### config.mk
export PLATFORM = sky130hd
export DESIGN_NAME = eth_rx_desc_wake_pattern
export DESIGN_NICKNAME = d
export VERILOG_FILES = /design/src/eth_rx_pkg.sv /design/src/desc_buffer.sv /design/src/eth_rx_desc_wake_pattern.sv
export SDC_FILE = /design/constraint.sdc
export NUM_CORES = 1
export LEC_CHECK = 0
export CAP_MARGIN = 20
export CORE_MARGIN = 2
export CORE_UTILIZATION = 55
export DETAILED_ROUTE_END_ITERATION = 10
export DONT_BUFFER_PORTS = 1
export PLACE_DENSITY_LB_ADDON = 0.2
export SYNTH_ARGS = -nofsm -noshare
export SYNTH_HDL_FRONTEND = slang
export SYNTH_SLANG_ARGS = --single-unit
### constraint.sdc
create_clock -name clk_sys -period 7.7 [get_ports clk_sys]
set_input_delay 0.385 -clock clk_sys [delete_from_list [all_inputs] [get_ports clk_sys]]
set_output_delay 0.385 -clock clk_sys [all_outputs]
set_load 0.1 [all_outputs]
### src/eth_rx_pkg.sv
// Shared constants and types for the receive descriptor and wake pattern block
package eth_rx_pkg;

  // ****************************************
  // Register map (byte addresses)
  // ****************************************
  localparam logic [31:0] CONTROL_OFFSET = 32'h400c0024;
  localparam logic [31:0] STATION_LOW_OFFSET = 32'h400c00e4;
  localparam logic [31:0] STATION_HIGH_OFFSET = 32'h400c00e8;
  localparam logic [31:0] WAKE_STATUS_OFFSET = 32'h400c0004;

  // ****************************************
  // Control fields and reset values
  // ****************************************
  localparam int WAKE_ENABLE_BIT = 2;
  localparam int ENHANCED_BIT = 4;
  localparam int BYTE_SWAP_BIT = 8;
  localparam logic [31:0] CONTROL_MASK = 32'h0000_0114;
  localparam logic [31:0] CONTROL_RESET = 32'h0000_0000;
  localparam int WAKE_FLAG_BIT = 0;

  // ****************************************
  // Wake pattern shape
  // ****************************************
  localparam logic [7:0] SYNC_BYTE = 8'hff;
  localparam logic [2:0] SYNC_LEN = 3'h6;
  localparam logic [2:0] ADDR_LAST_BYTE = 3'h5;
  localparam logic [3:0] ADDR_LAST_REPEAT = 4'hf;

  // ****************************************
  // Frame parsing and descriptor layout
  // ****************************************
  localparam logic [15:0] VLAN_TPID = 16'h8100;
  localparam logic [15:0] TPID_HI_POS = 16'h000c;
  localparam logic [15:0] TPID_LO_POS = 16'h000d;
  localparam logic [15:0] TCI_POS = 16'h000e;
  localparam int EMPTY_BIT = 15;
  localparam int LAST_BIT = 11;
  localparam int PRIO_LSB = 13;
  localparam int VLAN_FLAG_BIT = 2;
  localparam logic [2:0] LEGACY_LAST_WORD = 3'h1;
  localparam logic [2:0] ENHANCED_LAST_WORD = 3'h7;
  localparam int BUFFER_WIDTH = 35;

  // Descriptor writer states
  typedef enum logic [0:0] {
    WR_IDLE,
    WR_EMIT
  } wr_state_type;

endpackage : eth_rx_pkg

### src/desc_buffer.sv
// Two-entry buffer with valid and ready on both sides
`timescale 1ns/10ps
module desc_buffer #(
  parameter int WIDTH = 35
) (
  // Clock and reset
  input wire logic clk_sys,
  input wire logic rst,
  // Filling side
  input wire logic in_valid,
  input wire logic [WIDTH-1:0] in_data,
  output logic in_ready,
  // Draining side
  output logic out_valid,
  output logic [WIDTH-1:0] out_data,
  input wire logic out_ready
);

  // ****************************************
  // State
  // ****************************************
  typedef struct packed {
    logic [WIDTH-1:0] head;
    logic [WIDTH-1:0] tail;
    logic [1:0] count;
    logic valid;
    logic ready;
  } buf_type;

  buf_type s_q;
  buf_type s_d;

  // Next state: head is always the oldest word, so outputs are plain flops
  always_comb begin
    logic push;
    logic pop;
    logic [1:0] left;
    push = 1'b0;
    pop = 1'b0;
    left = 2'h0;
    s_d = s_q;
    push = in_valid && s_q.ready;
    pop = s_q.valid && out_ready;
    left = s_q.count;
    if (pop) begin
      s_d.head = s_q.tail;
      left = s_q.count - 2'h1;
    end
    if (push) begin
      if (left == 2'h0) begin
        s_d.head = in_data;
      end else begin
        s_d.tail = in_data;
      end
      left = left + 2'h1;
    end
    s_d.count = left;
    s_d.valid = (left != 2'h0);
    s_d.ready = (left != 2'h2); // Full stops the filler, no word lost
  end

  // Register the state
  always_ff @(posedge clk_sys) begin
    if (rst) begin
      s_q <= '0;
      s_q.ready <= 1'b1;
    end else begin
      s_q <= s_d;
    end
  end

  assign in_ready = s_q.ready;
  assign out_valid = s_q.valid;
  assign out_data = s_q.head;

endmodule : desc_buffer

### src/eth_rx_desc_wake_pattern.sv
// Receive descriptor write-back, VLAN priority capture and wake pattern detection
`timescale 1ns/10ps
module eth_rx_desc_wake_pattern (
  // Clock and reset
  input wire logic clk_sys,
  input wire logic rst,
  // Register port
  input wire logic [31:0] reg_addr,
  input wire logic [31:0] reg_wdata,
  input wire logic reg_write,
  input wire logic reg_read,
  output logic [31:0] reg_rdata,
  // Received byte stream
  input wire logic [7:0] rx_data,
  input wire logic rx_valid,
  input wire logic rx_last,
  output logic rx_ready,
  // Descriptor write-back
  input wire logic [31:0] desc_buf_ptr,
  output logic [31:0] desc_word,
  output logic [2:0] desc_index,
  output logic desc_valid,
  input wire logic desc_ready,
  // Wake request
  output logic wake_event
);

  // ****************************************
  // State
  // ****************************************
  typedef struct packed {
    logic [31:0] ctrl;
    logic [31:0] st_low;
    logic [15:0] st_high;
    logic wake;
    logic [31:0] rdata;
    logic [2:0] ff_run;
    logic match_on;
    logic [2:0] pos;
    logic [3:0] rep;
    logic [15:0] count;
    logic [7:0] tpid_hi;
    logic vlan;
    logic [2:0] prio;
    logic [15:0] len;
    logic [31:0] ptr;
    eth_rx_pkg::wr_state_type wr;
    logic [2:0] idx;
    logic rx_ready;
  } state_type;

  state_type s_q;
  state_type s_d;
  logic beat;
  logic hit;
  logic start;
  logic clr_wake;
  logic buf_ready;
  logic buf_push;
  logic [31:0] word;
  logic [eth_rx_pkg::BUFFER_WIDTH-1:0] buf_out;

  // Station address byte in wire order, first byte in the top of the low word
  function automatic logic [7:0] station_byte(input logic [2:0] p, input logic [31:0] lo,
                                              input logic [15:0] hi);
    logic [7:0] b;
    b = 8'h00;
    if (p == 3'h0) begin
      b = lo[31:24];
    end else if (p == 3'h1) begin
      b = lo[23:16];
    end else if (p == 3'h2) begin
      b = lo[15:8];
    end else if (p == 3'h3) begin
      b = lo[7:0];
    end else if (p == 3'h4) begin
      b = hi[15:8];
    end else begin
      b = hi[7:0];
    end
    return b;
  endfunction : station_byte

  // Descriptor halfword pair for one 32-bit word, big-endian within the word
  function automatic logic [31:0] desc_pair(input logic [2:0] i, input logic [15:0] len,
                                            input logic [31:0] ptr, input logic [2:0] prio,
                                            input logic vlan);
    logic [15:0] status;
    logic [15:0] csum;
    logic [31:0] w;
    status = 16'h0000;
    csum = 16'h0000;
    w = 32'h0000_0000;
    status[eth_rx_pkg::EMPTY_BIT] = 1'b0; // Filled by hardware
    status[eth_rx_pkg::LAST_BIT] = 1'b1; // One buffer per frame, always last
    csum[eth_rx_pkg::PRIO_LSB +: 3] = prio;
    csum[eth_rx_pkg::VLAN_FLAG_BIT] = vlan;
    if (i == 3'h0) begin
      w = {status, len};
    end else if (i == 3'h1) begin
      w = ptr;
    end else if (i == 3'h2) begin
      w = {16'h0000, csum};
    end
    return w;
  endfunction : desc_pair

  // ****************************************
  // Stream handshake and word assembly
  // ****************************************
  assign beat = rx_valid && s_q.rx_ready;
  assign clr_wake = reg_write && (reg_addr == eth_rx_pkg::WAKE_STATUS_OFFSET) &&
                    reg_wdata[eth_rx_pkg::WAKE_FLAG_BIT];
  assign buf_push = (s_q.wr == eth_rx_pkg::WR_EMIT) && buf_ready;

  // Swap reverses all four bytes, so status and length trade places
  always_comb begin
    logic [31:0] w;
    w = desc_pair(s_q.idx, s_q.len, s_q.ptr, s_q.prio, s_q.vlan);
    if (s_q.ctrl[eth_rx_pkg::BYTE_SWAP_BIT]) begin
      word = {w[7:0], w[15:8], w[23:16], w[31:24]};
    end else begin
      word = w;
    end
  end

  // ****************************************
  // Next-state logic
  // ****************************************
  always_comb begin
    logic [2:0] last_word;
    last_word = eth_rx_pkg::LEGACY_LAST_WORD;
    s_d = s_q;
    hit = 1'b0;
    start = 1'b0;
    if (s_q.ctrl[eth_rx_pkg::ENHANCED_BIT]) begin
      last_word = eth_rx_pkg::ENHANCED_LAST_WORD;
    end
    s_d.rdata = 32'h0000_0000;

    // Register writes
    if (reg_write) begin
      if (reg_addr == eth_rx_pkg::CONTROL_OFFSET) begin
        s_d.ctrl = reg_wdata & eth_rx_pkg::CONTROL_MASK;
      end else if (reg_addr == eth_rx_pkg::STATION_LOW_OFFSET) begin
        s_d.st_low = reg_wdata;
      end else if (reg_addr == eth_rx_pkg::STATION_HIGH_OFFSET) begin
        s_d.st_high = reg_wdata[15:0];
      end
    end

    // Register reads, answered one cycle later, unmapped reads give zero
    if (reg_read) begin
      if (reg_addr == eth_rx_pkg::CONTROL_OFFSET) begin
        s_d.rdata = s_q.ctrl;
      end else if (reg_addr == eth_rx_pkg::STATION_LOW_OFFSET) begin
        s_d.rdata = s_q.st_low;
      end else if (reg_addr == eth_rx_pkg::STATION_HIGH_OFFSET) begin
        s_d.rdata = {16'h0000, s_q.st_high};
      end else if (reg_addr == eth_rx_pkg::WAKE_STATUS_OFFSET) begin
        s_d.rdata = {31'h0000_0000, s_q.wake};
      end
    end

    // Wake pattern matcher; a mismatch restarts the hunt at the very byte
    if (beat) begin
      if (s_q.match_on) begin
        if (rx_data == station_byte(s_q.pos, s_q.st_low, s_q.st_high)) begin
          if (s_q.pos == eth_rx_pkg::ADDR_LAST_BYTE) begin
            s_d.pos = 3'h0;
            if (s_q.rep == eth_rx_pkg::ADDR_LAST_REPEAT) begin
              hit = 1'b1;
              s_d.match_on = 1'b0;
            end else begin
              s_d.rep = s_q.rep + 4'h1;
            end
          end else begin
            s_d.pos = s_q.pos + 3'h1;
          end
        end else begin
          s_d.match_on = 1'b0;
          s_d.ff_run = (rx_data == eth_rx_pkg::SYNC_BYTE) ? 3'h1 : 3'h0;
        end
      end else if (rx_data == eth_rx_pkg::SYNC_BYTE) begin
        if (s_q.ff_run != eth_rx_pkg::SYNC_LEN) begin
          s_d.ff_run = s_q.ff_run + 3'h1; // Longer runs still qualify
        end
      end else if (s_q.ff_run == eth_rx_pkg::SYNC_LEN &&
                   rx_data == station_byte(3'h0, s_q.st_low, s_q.st_high)) begin
        start = 1'b1;
        s_d.match_on = 1'b1;
        s_d.pos = 3'h1;
        s_d.rep = 4'h0;
        s_d.ff_run = 3'h0;
      end else begin
        s_d.ff_run = 3'h0;
      end
    end

    // Sticky flag, a new hit beats a clear in the same cycle
    s_d.wake = (hit && s_q.ctrl[eth_rx_pkg::WAKE_ENABLE_BIT]) ||
               (s_q.wake && !clr_wake);

    // Frame parsing for the VLAN tag
    if (beat) begin
      s_d.count = s_q.count + 16'h0001;
      if (s_q.count == 16'h0000) begin
        s_d.vlan = 1'b0;
        s_d.prio = 3'h0;
      end
      if (s_q.count == eth_rx_pkg::TPID_HI_POS) begin
        s_d.tpid_hi = rx_data;
      end
      if (s_q.count == eth_rx_pkg::TPID_LO_POS) begin
        s_d.vlan = ({s_q.tpid_hi, rx_data} == eth_rx_pkg::VLAN_TPID);
      end
      if (s_q.count == eth_rx_pkg::TCI_POS && s_q.vlan) begin
        s_d.prio = rx_data[7:5]; // 7 is the top class
      end
      if (rx_last) begin
        s_d.len = s_q.count + 16'h0001;
        s_d.ptr = desc_buf_ptr;
        s_d.count = 16'h0000;
        s_d.match_on = 1'b0; // Pattern must lie inside one frame
        s_d.ff_run = 3'h0;
        s_d.wr = eth_rx_pkg::WR_EMIT;
        s_d.idx = 3'h0;
      end
    end

    // Descriptor writer, the stream stalls until the last word is queued
    case (s_q.wr)
      eth_rx_pkg::WR_IDLE: begin
      end
      eth_rx_pkg::WR_EMIT: begin
        if (buf_ready) begin
          if (s_q.idx == last_word) begin
            s_d.wr = eth_rx_pkg::WR_IDLE; // Legacy ends at word 1, so priority goes out in enhanced mode only
          end else begin
            s_d.idx = s_q.idx + 3'h1;
          end
        end
      end
      default: begin
        s_d.wr = eth_rx_pkg::WR_IDLE;
      end
    endcase
    s_d.rx_ready = (s_d.wr == eth_rx_pkg::WR_IDLE);
  end

  // Register the state, byte swap starts cleared
  always_ff @(posedge clk_sys) begin
    if (rst) begin
      s_q <= '0;
      s_q.ctrl <= eth_rx_pkg::CONTROL_RESET;
      s_q.rx_ready <= 1'b1;
    end else begin
      s_q <= s_d;
    end
  end

  // ****************************************
  // Descriptor buffer toward memory
  // ****************************************
  desc_buffer #(
    .WIDTH(eth_rx_pkg::BUFFER_WIDTH)
  ) u_buffer (
    .clk_sys(clk_sys),
    .rst(rst),
    .in_valid(buf_push),
    .in_data({s_q.idx, word}),
    .in_ready(buf_ready),
    .out_valid(desc_valid),
    .out_data(buf_out),
    .out_ready(desc_ready)
  );

  // Outputs
  assign desc_word = buf_out[31:0];
  assign desc_index = buf_out[34:32];
  assign reg_rdata = s_q.rdata;
  assign rx_ready = s_q.rx_ready;
  assign wake_event = s_q.wake;

  // ****************************************
  // Assertions
  // ****************************************
  wake_sets_a: assert property (@(posedge clk_sys) disable iff (rst)
    hit && s_q.ctrl[eth_rx_pkg::WAKE_ENABLE_BIT] |=> wake_event)
    else $error("wake flag not set after pattern");

  start_after_sync_a: assert property (@(posedge clk_sys) disable iff (rst)
    start |-> s_q.ff_run == eth_rx_pkg::SYNC_LEN ##1 s_q.match_on && s_q.pos == 3'h1)
    else $error("match started without full sync run");

  sixteen_copies_a: assert property (@(posedge clk_sys) disable iff (rst)
    hit |-> s_q.rep == 4'hf && s_q.pos == 3'h5 && s_q.match_on)
    else $error("wake hit before sixteen copies");

  enable_gates_a: assert property (@(posedge clk_sys) disable iff (rst)
    $rose(wake_event) |-> $past(s_q.ctrl[eth_rx_pkg::WAKE_ENABLE_BIT]) && $past(hit))
    else $error("wake flag rose while detection off");

  prio_capture_a: assert property (@(posedge clk_sys) disable iff (rst)
    beat && s_q.count == 16'h000e && s_q.vlan |=> s_q.prio == $past(rx_data[7:5]))
    else $error("priority not taken from tag");

  prio_field_a: assert property (@(posedge clk_sys) disable iff (rst)
    buf_push && s_q.idx == 3'h2 && !s_q.ctrl[eth_rx_pkg::BYTE_SWAP_BIT]
    |=> desc_valid ##0 1'b1 [*1] ##0 (desc_index != 3'h2 || desc_word[15:13] == s_q.prio))
    else $error("priority field misplaced");

  status_word_a: assert property (@(posedge clk_sys) disable iff (rst)
    buf_push && s_q.idx == 3'h0 && !s_q.ctrl[eth_rx_pkg::BYTE_SWAP_BIT]
    |-> word[27] && !word[31] && word[15:0] == s_q.len)
    else $error("status word layout wrong");

  swap_word_a: assert property (@(posedge clk_sys) disable iff (rst)
    buf_push && s_q.idx == 3'h0 && s_q.ctrl[eth_rx_pkg::BYTE_SWAP_BIT]
    |-> word[7:0] == 8'h08 && word[15:8] == 8'h00 && word[31:24] == s_q.len[7:0])
    else $error("swapped word layout wrong");

  swap_reset_a: assert property (@(posedge clk_sys)
    $past(rst) |-> !s_q.ctrl[eth_rx_pkg::BYTE_SWAP_BIT])
    else $error("byte swap not cleared by reset");

  wake_sticky_a: assert property (@(posedge clk_sys) disable iff (rst)
    wake_event && !clr_wake |=> wake_event)
    else $error("wake flag dropped without clear");

  stall_frame_a: assert property (@(posedge clk_sys) disable iff (rst)
    beat && rx_last |=> !rx_ready [*2])
    else $error("stream not stalled for descriptor");

  wake_seen_c: cover property (@(posedge clk_sys) disable iff (rst) $rose(wake_event));
  vlan_desc_c: cover property (@(posedge clk_sys) disable iff (rst)
    buf_push && s_q.idx == 3'h2 && s_q.vlan);
  buffer_full_c: cover property (@(posedge clk_sys) disable iff (rst)
    s_q.wr == eth_rx_pkg::WR_EMIT && !buf_ready);

endmodule : eth_rx_desc_wake_pattern

==> results.json <==
{
  "dieArea_um2": 22200,
  "hpwlAfterDp_mm": 19.5,
  "post-route-util": 0.591,
  "p_int_mw": 2.30,
  "p_per_area_nw_per_um2": 273,
  "static-leakage-power_nw": 4.47,
  "wl_per_cell_um": 18.9,
  "antenna_found_initial": 0,
  "crit_path_start": "s_q[87]",
  "ys_warn_count": 0,
  "netlist_area_um2": 11600,
  "postPlaceCellArea_um2": 11100,
  "io_buffers": 0,
  "worst-setup-path-type": "reg -> reg",
  "setup_viol": 0,
  "clkSlewWorstSetupHoldPaths_ns": 0.06,
  "gr-total-overflow": 0,
  "fmax_mhz": 273,
  "r2r_cells": 10,
  "gr-usage-all-layers": 0.259,
  "viasPerCell": 6.00,
  "skew_ns": 0.00818,
  "drt-initial-drc-count": 745,
  "min_path_type": "in -> reg",
  "gp_congestion": 0.851,
  "vias": 9422,
  "post-synth-top-count-cell": "dfxtp_1",
  "synth_top_cell_by_area": "dfxtp_1",
  "cts_setup_buffers": 0,
  "grt_pass1_vias": 8542,
  "fill_cells": 1848,
  "synth-edff-count": 0,
  "final_cells": 1570,
  "p_switching_mw": 1.06,
  "die_w_um": 149,
  "crit_arrival_ns": 4.06,
  "coreArea_um2": 20800,
  "clock-sinks": 250,
  "pin_count": 181,
  "synth_top_area_share": 0.433,
  "status": "completed",
  "cts-root-buf": "clkbuf_16",
  "start_kind": "register",
  "final.setup.worst_slack_ns": 4.04,
  "setup-tns-final_ns": 0,
  "ys_types": 55,
  "relSlewSlack": 0.235,
  "timing.hold.ws_ns": 0.0134,
  "firstDrtPassIters": 5,
  "tightest_slew_ns": 1.15,
  "clock_latency_ns": 0.51,
  "p_sw_frac": 0.315,
  "stdcell_area_um2": 12300,
  "cp.required_ns": 8.09,
  "synth-seq-cells": 250,
  "drv_slew": 0,
  "layout.nets": 1401,
  "syn_nets": 1509,
  "fin_crit_ns": 3.66,
  "rows": 53,
  "drive_gt1_frac": 0.0611,
  "clkPwrFrac": 0.380,
  "synth_top_cells_by_area": "dfxtp_1, a211oi_1, nand2_1, a21oi_1, buf_4",
  "total_power_mw": 3.36,
  "reg2reg_to": "s_q[82]",
  "drcViolationCount": 0,
  "synthArstFlopShare": 0,
  "cts-buffers-inserted": 25,
  "clockBufferDepth": 3,
  "cap_violations": 0,
  "seqPwrFrac": 0.510,
  "fin_crit_sh": 0.476,
  "area_delta_synth_final_pct": 6.38,
  "pre_cts_ws_ns": 4.05,
  "rsz0062_at_grt": "no",
  "ant_nets": 0,
  "totalWireLength_mm": 29.7,
  "grt_pass1_wl_mm": 46.5,
  "peakVddDrop_mv": 0.147,
  "start_util": 0.555,
  "r2r_setup_slack_ns": 4.04,
  "syn_inst": 1385,
  "comb_power_share": 0.110,
  "finalHoldViolCount": 0,
  "placed_cells": 1494,
  "avgSynthCellArea_um2": 8.35,
  "crit-reg2reg-launch": "s_q[87]",
  "timing.critical_path.to_type": "register",
  "dieHeight_um": 149,
  "critPathMaxFanout": 30,
  "crit_end": "s_q[82]",
  "postCtsResizedCells": 0,
  "synth.yosys.seq_area_share": 0.433,
  "synth_common_cells": "dfxtp_1, nand2_1, nor2_1, a21oi_1, a211oi_1",
  "synth-main-ff-cell": "dfxtp_1",
  "grt_max_degree": 209,
  "cts_tree": "yes",
  "htree_levels": 1
}
-- power groups by stage --
stage	Sequential, mW	Combinational, mW	Clock [mW]
2_1_floorplan	1.47	0.597	0
3_5_place_dp	1.74	0.337	0
4_1_cts	1.71	0.369	1.30
5_1_grt	1.73	0.411	1.36
6_report	1.71	0.370	1.28
3_3_place_gp	1.74	0.331	0
-- cell families (layout without fill, tap and decap cells) --
family,Yosys count,after routing,share of synthesized area
flops,250,250,0.433
xor+xnor,26,26,0.0197
simple gates,521,521,0.216
buf+inv,191,100,0.0845
other cells,0,1,0
fa+ha+maj,13,13,0.0141
compound gates,345,345,0.198
mux,39,39,0.0345
-- worst max-delay path: stages (launching register included) --
cell and delay, ns:
dfxtp_1 0.91, inv_1 0.18, ha_1 0.42, nor2b_1 0.20, o2bb2a_1 0.31, o21ai_0 0.15
nand4b_1 0.09, or4_1 0.65, o21ai_4 0.28, nand2_2 0.09, a32o_1 0.26
-- routing by layer --
metal	up-vias	GRT usage	wire, um
met5	-	0	0
met4	0	0.0671	653
met3	40	0.0618	2450
met2	317	0.394	13300
met1	4428	0.369	13400
li1	4637	-	-
-- sequential cells by signal (all words and copies together) (netlist names) --
register            cells
u_buffer.s_q           37
u_buffer.out_valid      1
reg_rdata              32
s_q                   142
u_buffer.out_data      35
rx_ready                1
u_buffer.in_ready       1
wake_event              1
-- layout make-up --
class	count	area, um^2	share of cell area
clock buffer	36	727	0.0591
inverter	13	48.8	0.00397
clock inverter	8	143	0.0116
tap	275	344	0.0280
timing repair buffer	43	428	0.0348
sequential	250	5010	0.407
antenna	1	2.50	0.000203
multi-input combinational	944	5600	0.455
-- cell usage in the layout, fill, tap and decap left out, types with 5 or more instances in the layout --
cell / n
o32ai_1: 7
a22oi_1: 34
nor2_1: 130
nand3_1: 21
mux2i_1: 32
and2_1: 8
nor2b_1: 6
xnor2_1: 17
nand2_1: 188
a311oi_1: 5
clkbuf_16: 25
a211o_1: 7
nor3b_1: 6
or2_2: 5
nor3_1: 10
dfxtp_1: 249
a22o_1: 23
and3_1: 69
xor2_1: 9
dlygate4sd3_1: 29
nand4_1: 9
ha_1: 13
or3_1: 8
o21ai_0: 30
nor4_1: 13
mux2_2: 7
clkbuf_8: 6
a211oi_1: 106
buf_4: 12
a21oi_1: 118
nand2b_1: 18
clkbuf_1: 5
inv_1: 13
-- what timing repair did --
| item | CTS | global route |
|---|---|---|
| endpoints found under the setup margin | 0 | 0 |
| hold buffers | 29 | 1 |
| endpoints found under the hold margin | 208 | 1 |
-- worst min-delay path by stage --
stage,startpoint,to,slack (ns),depth (start not counted)
after floorplan,s_q[38],s_q[38],0.44,2
after detailed placement,s_q[18],s_q[18],0.45,2
after global routing,desc_buf_ptr[26],s_q[31],0.003,2
final,reg_wdata[20],s_q[161],0.01,2
after global placement,u_buffer.s_q[36],u_buffer.s_q[36],0.44,2
after CTS,reg_wdata[11],s_q[152],0.0004,2
(Power assumes the default switching activity.)
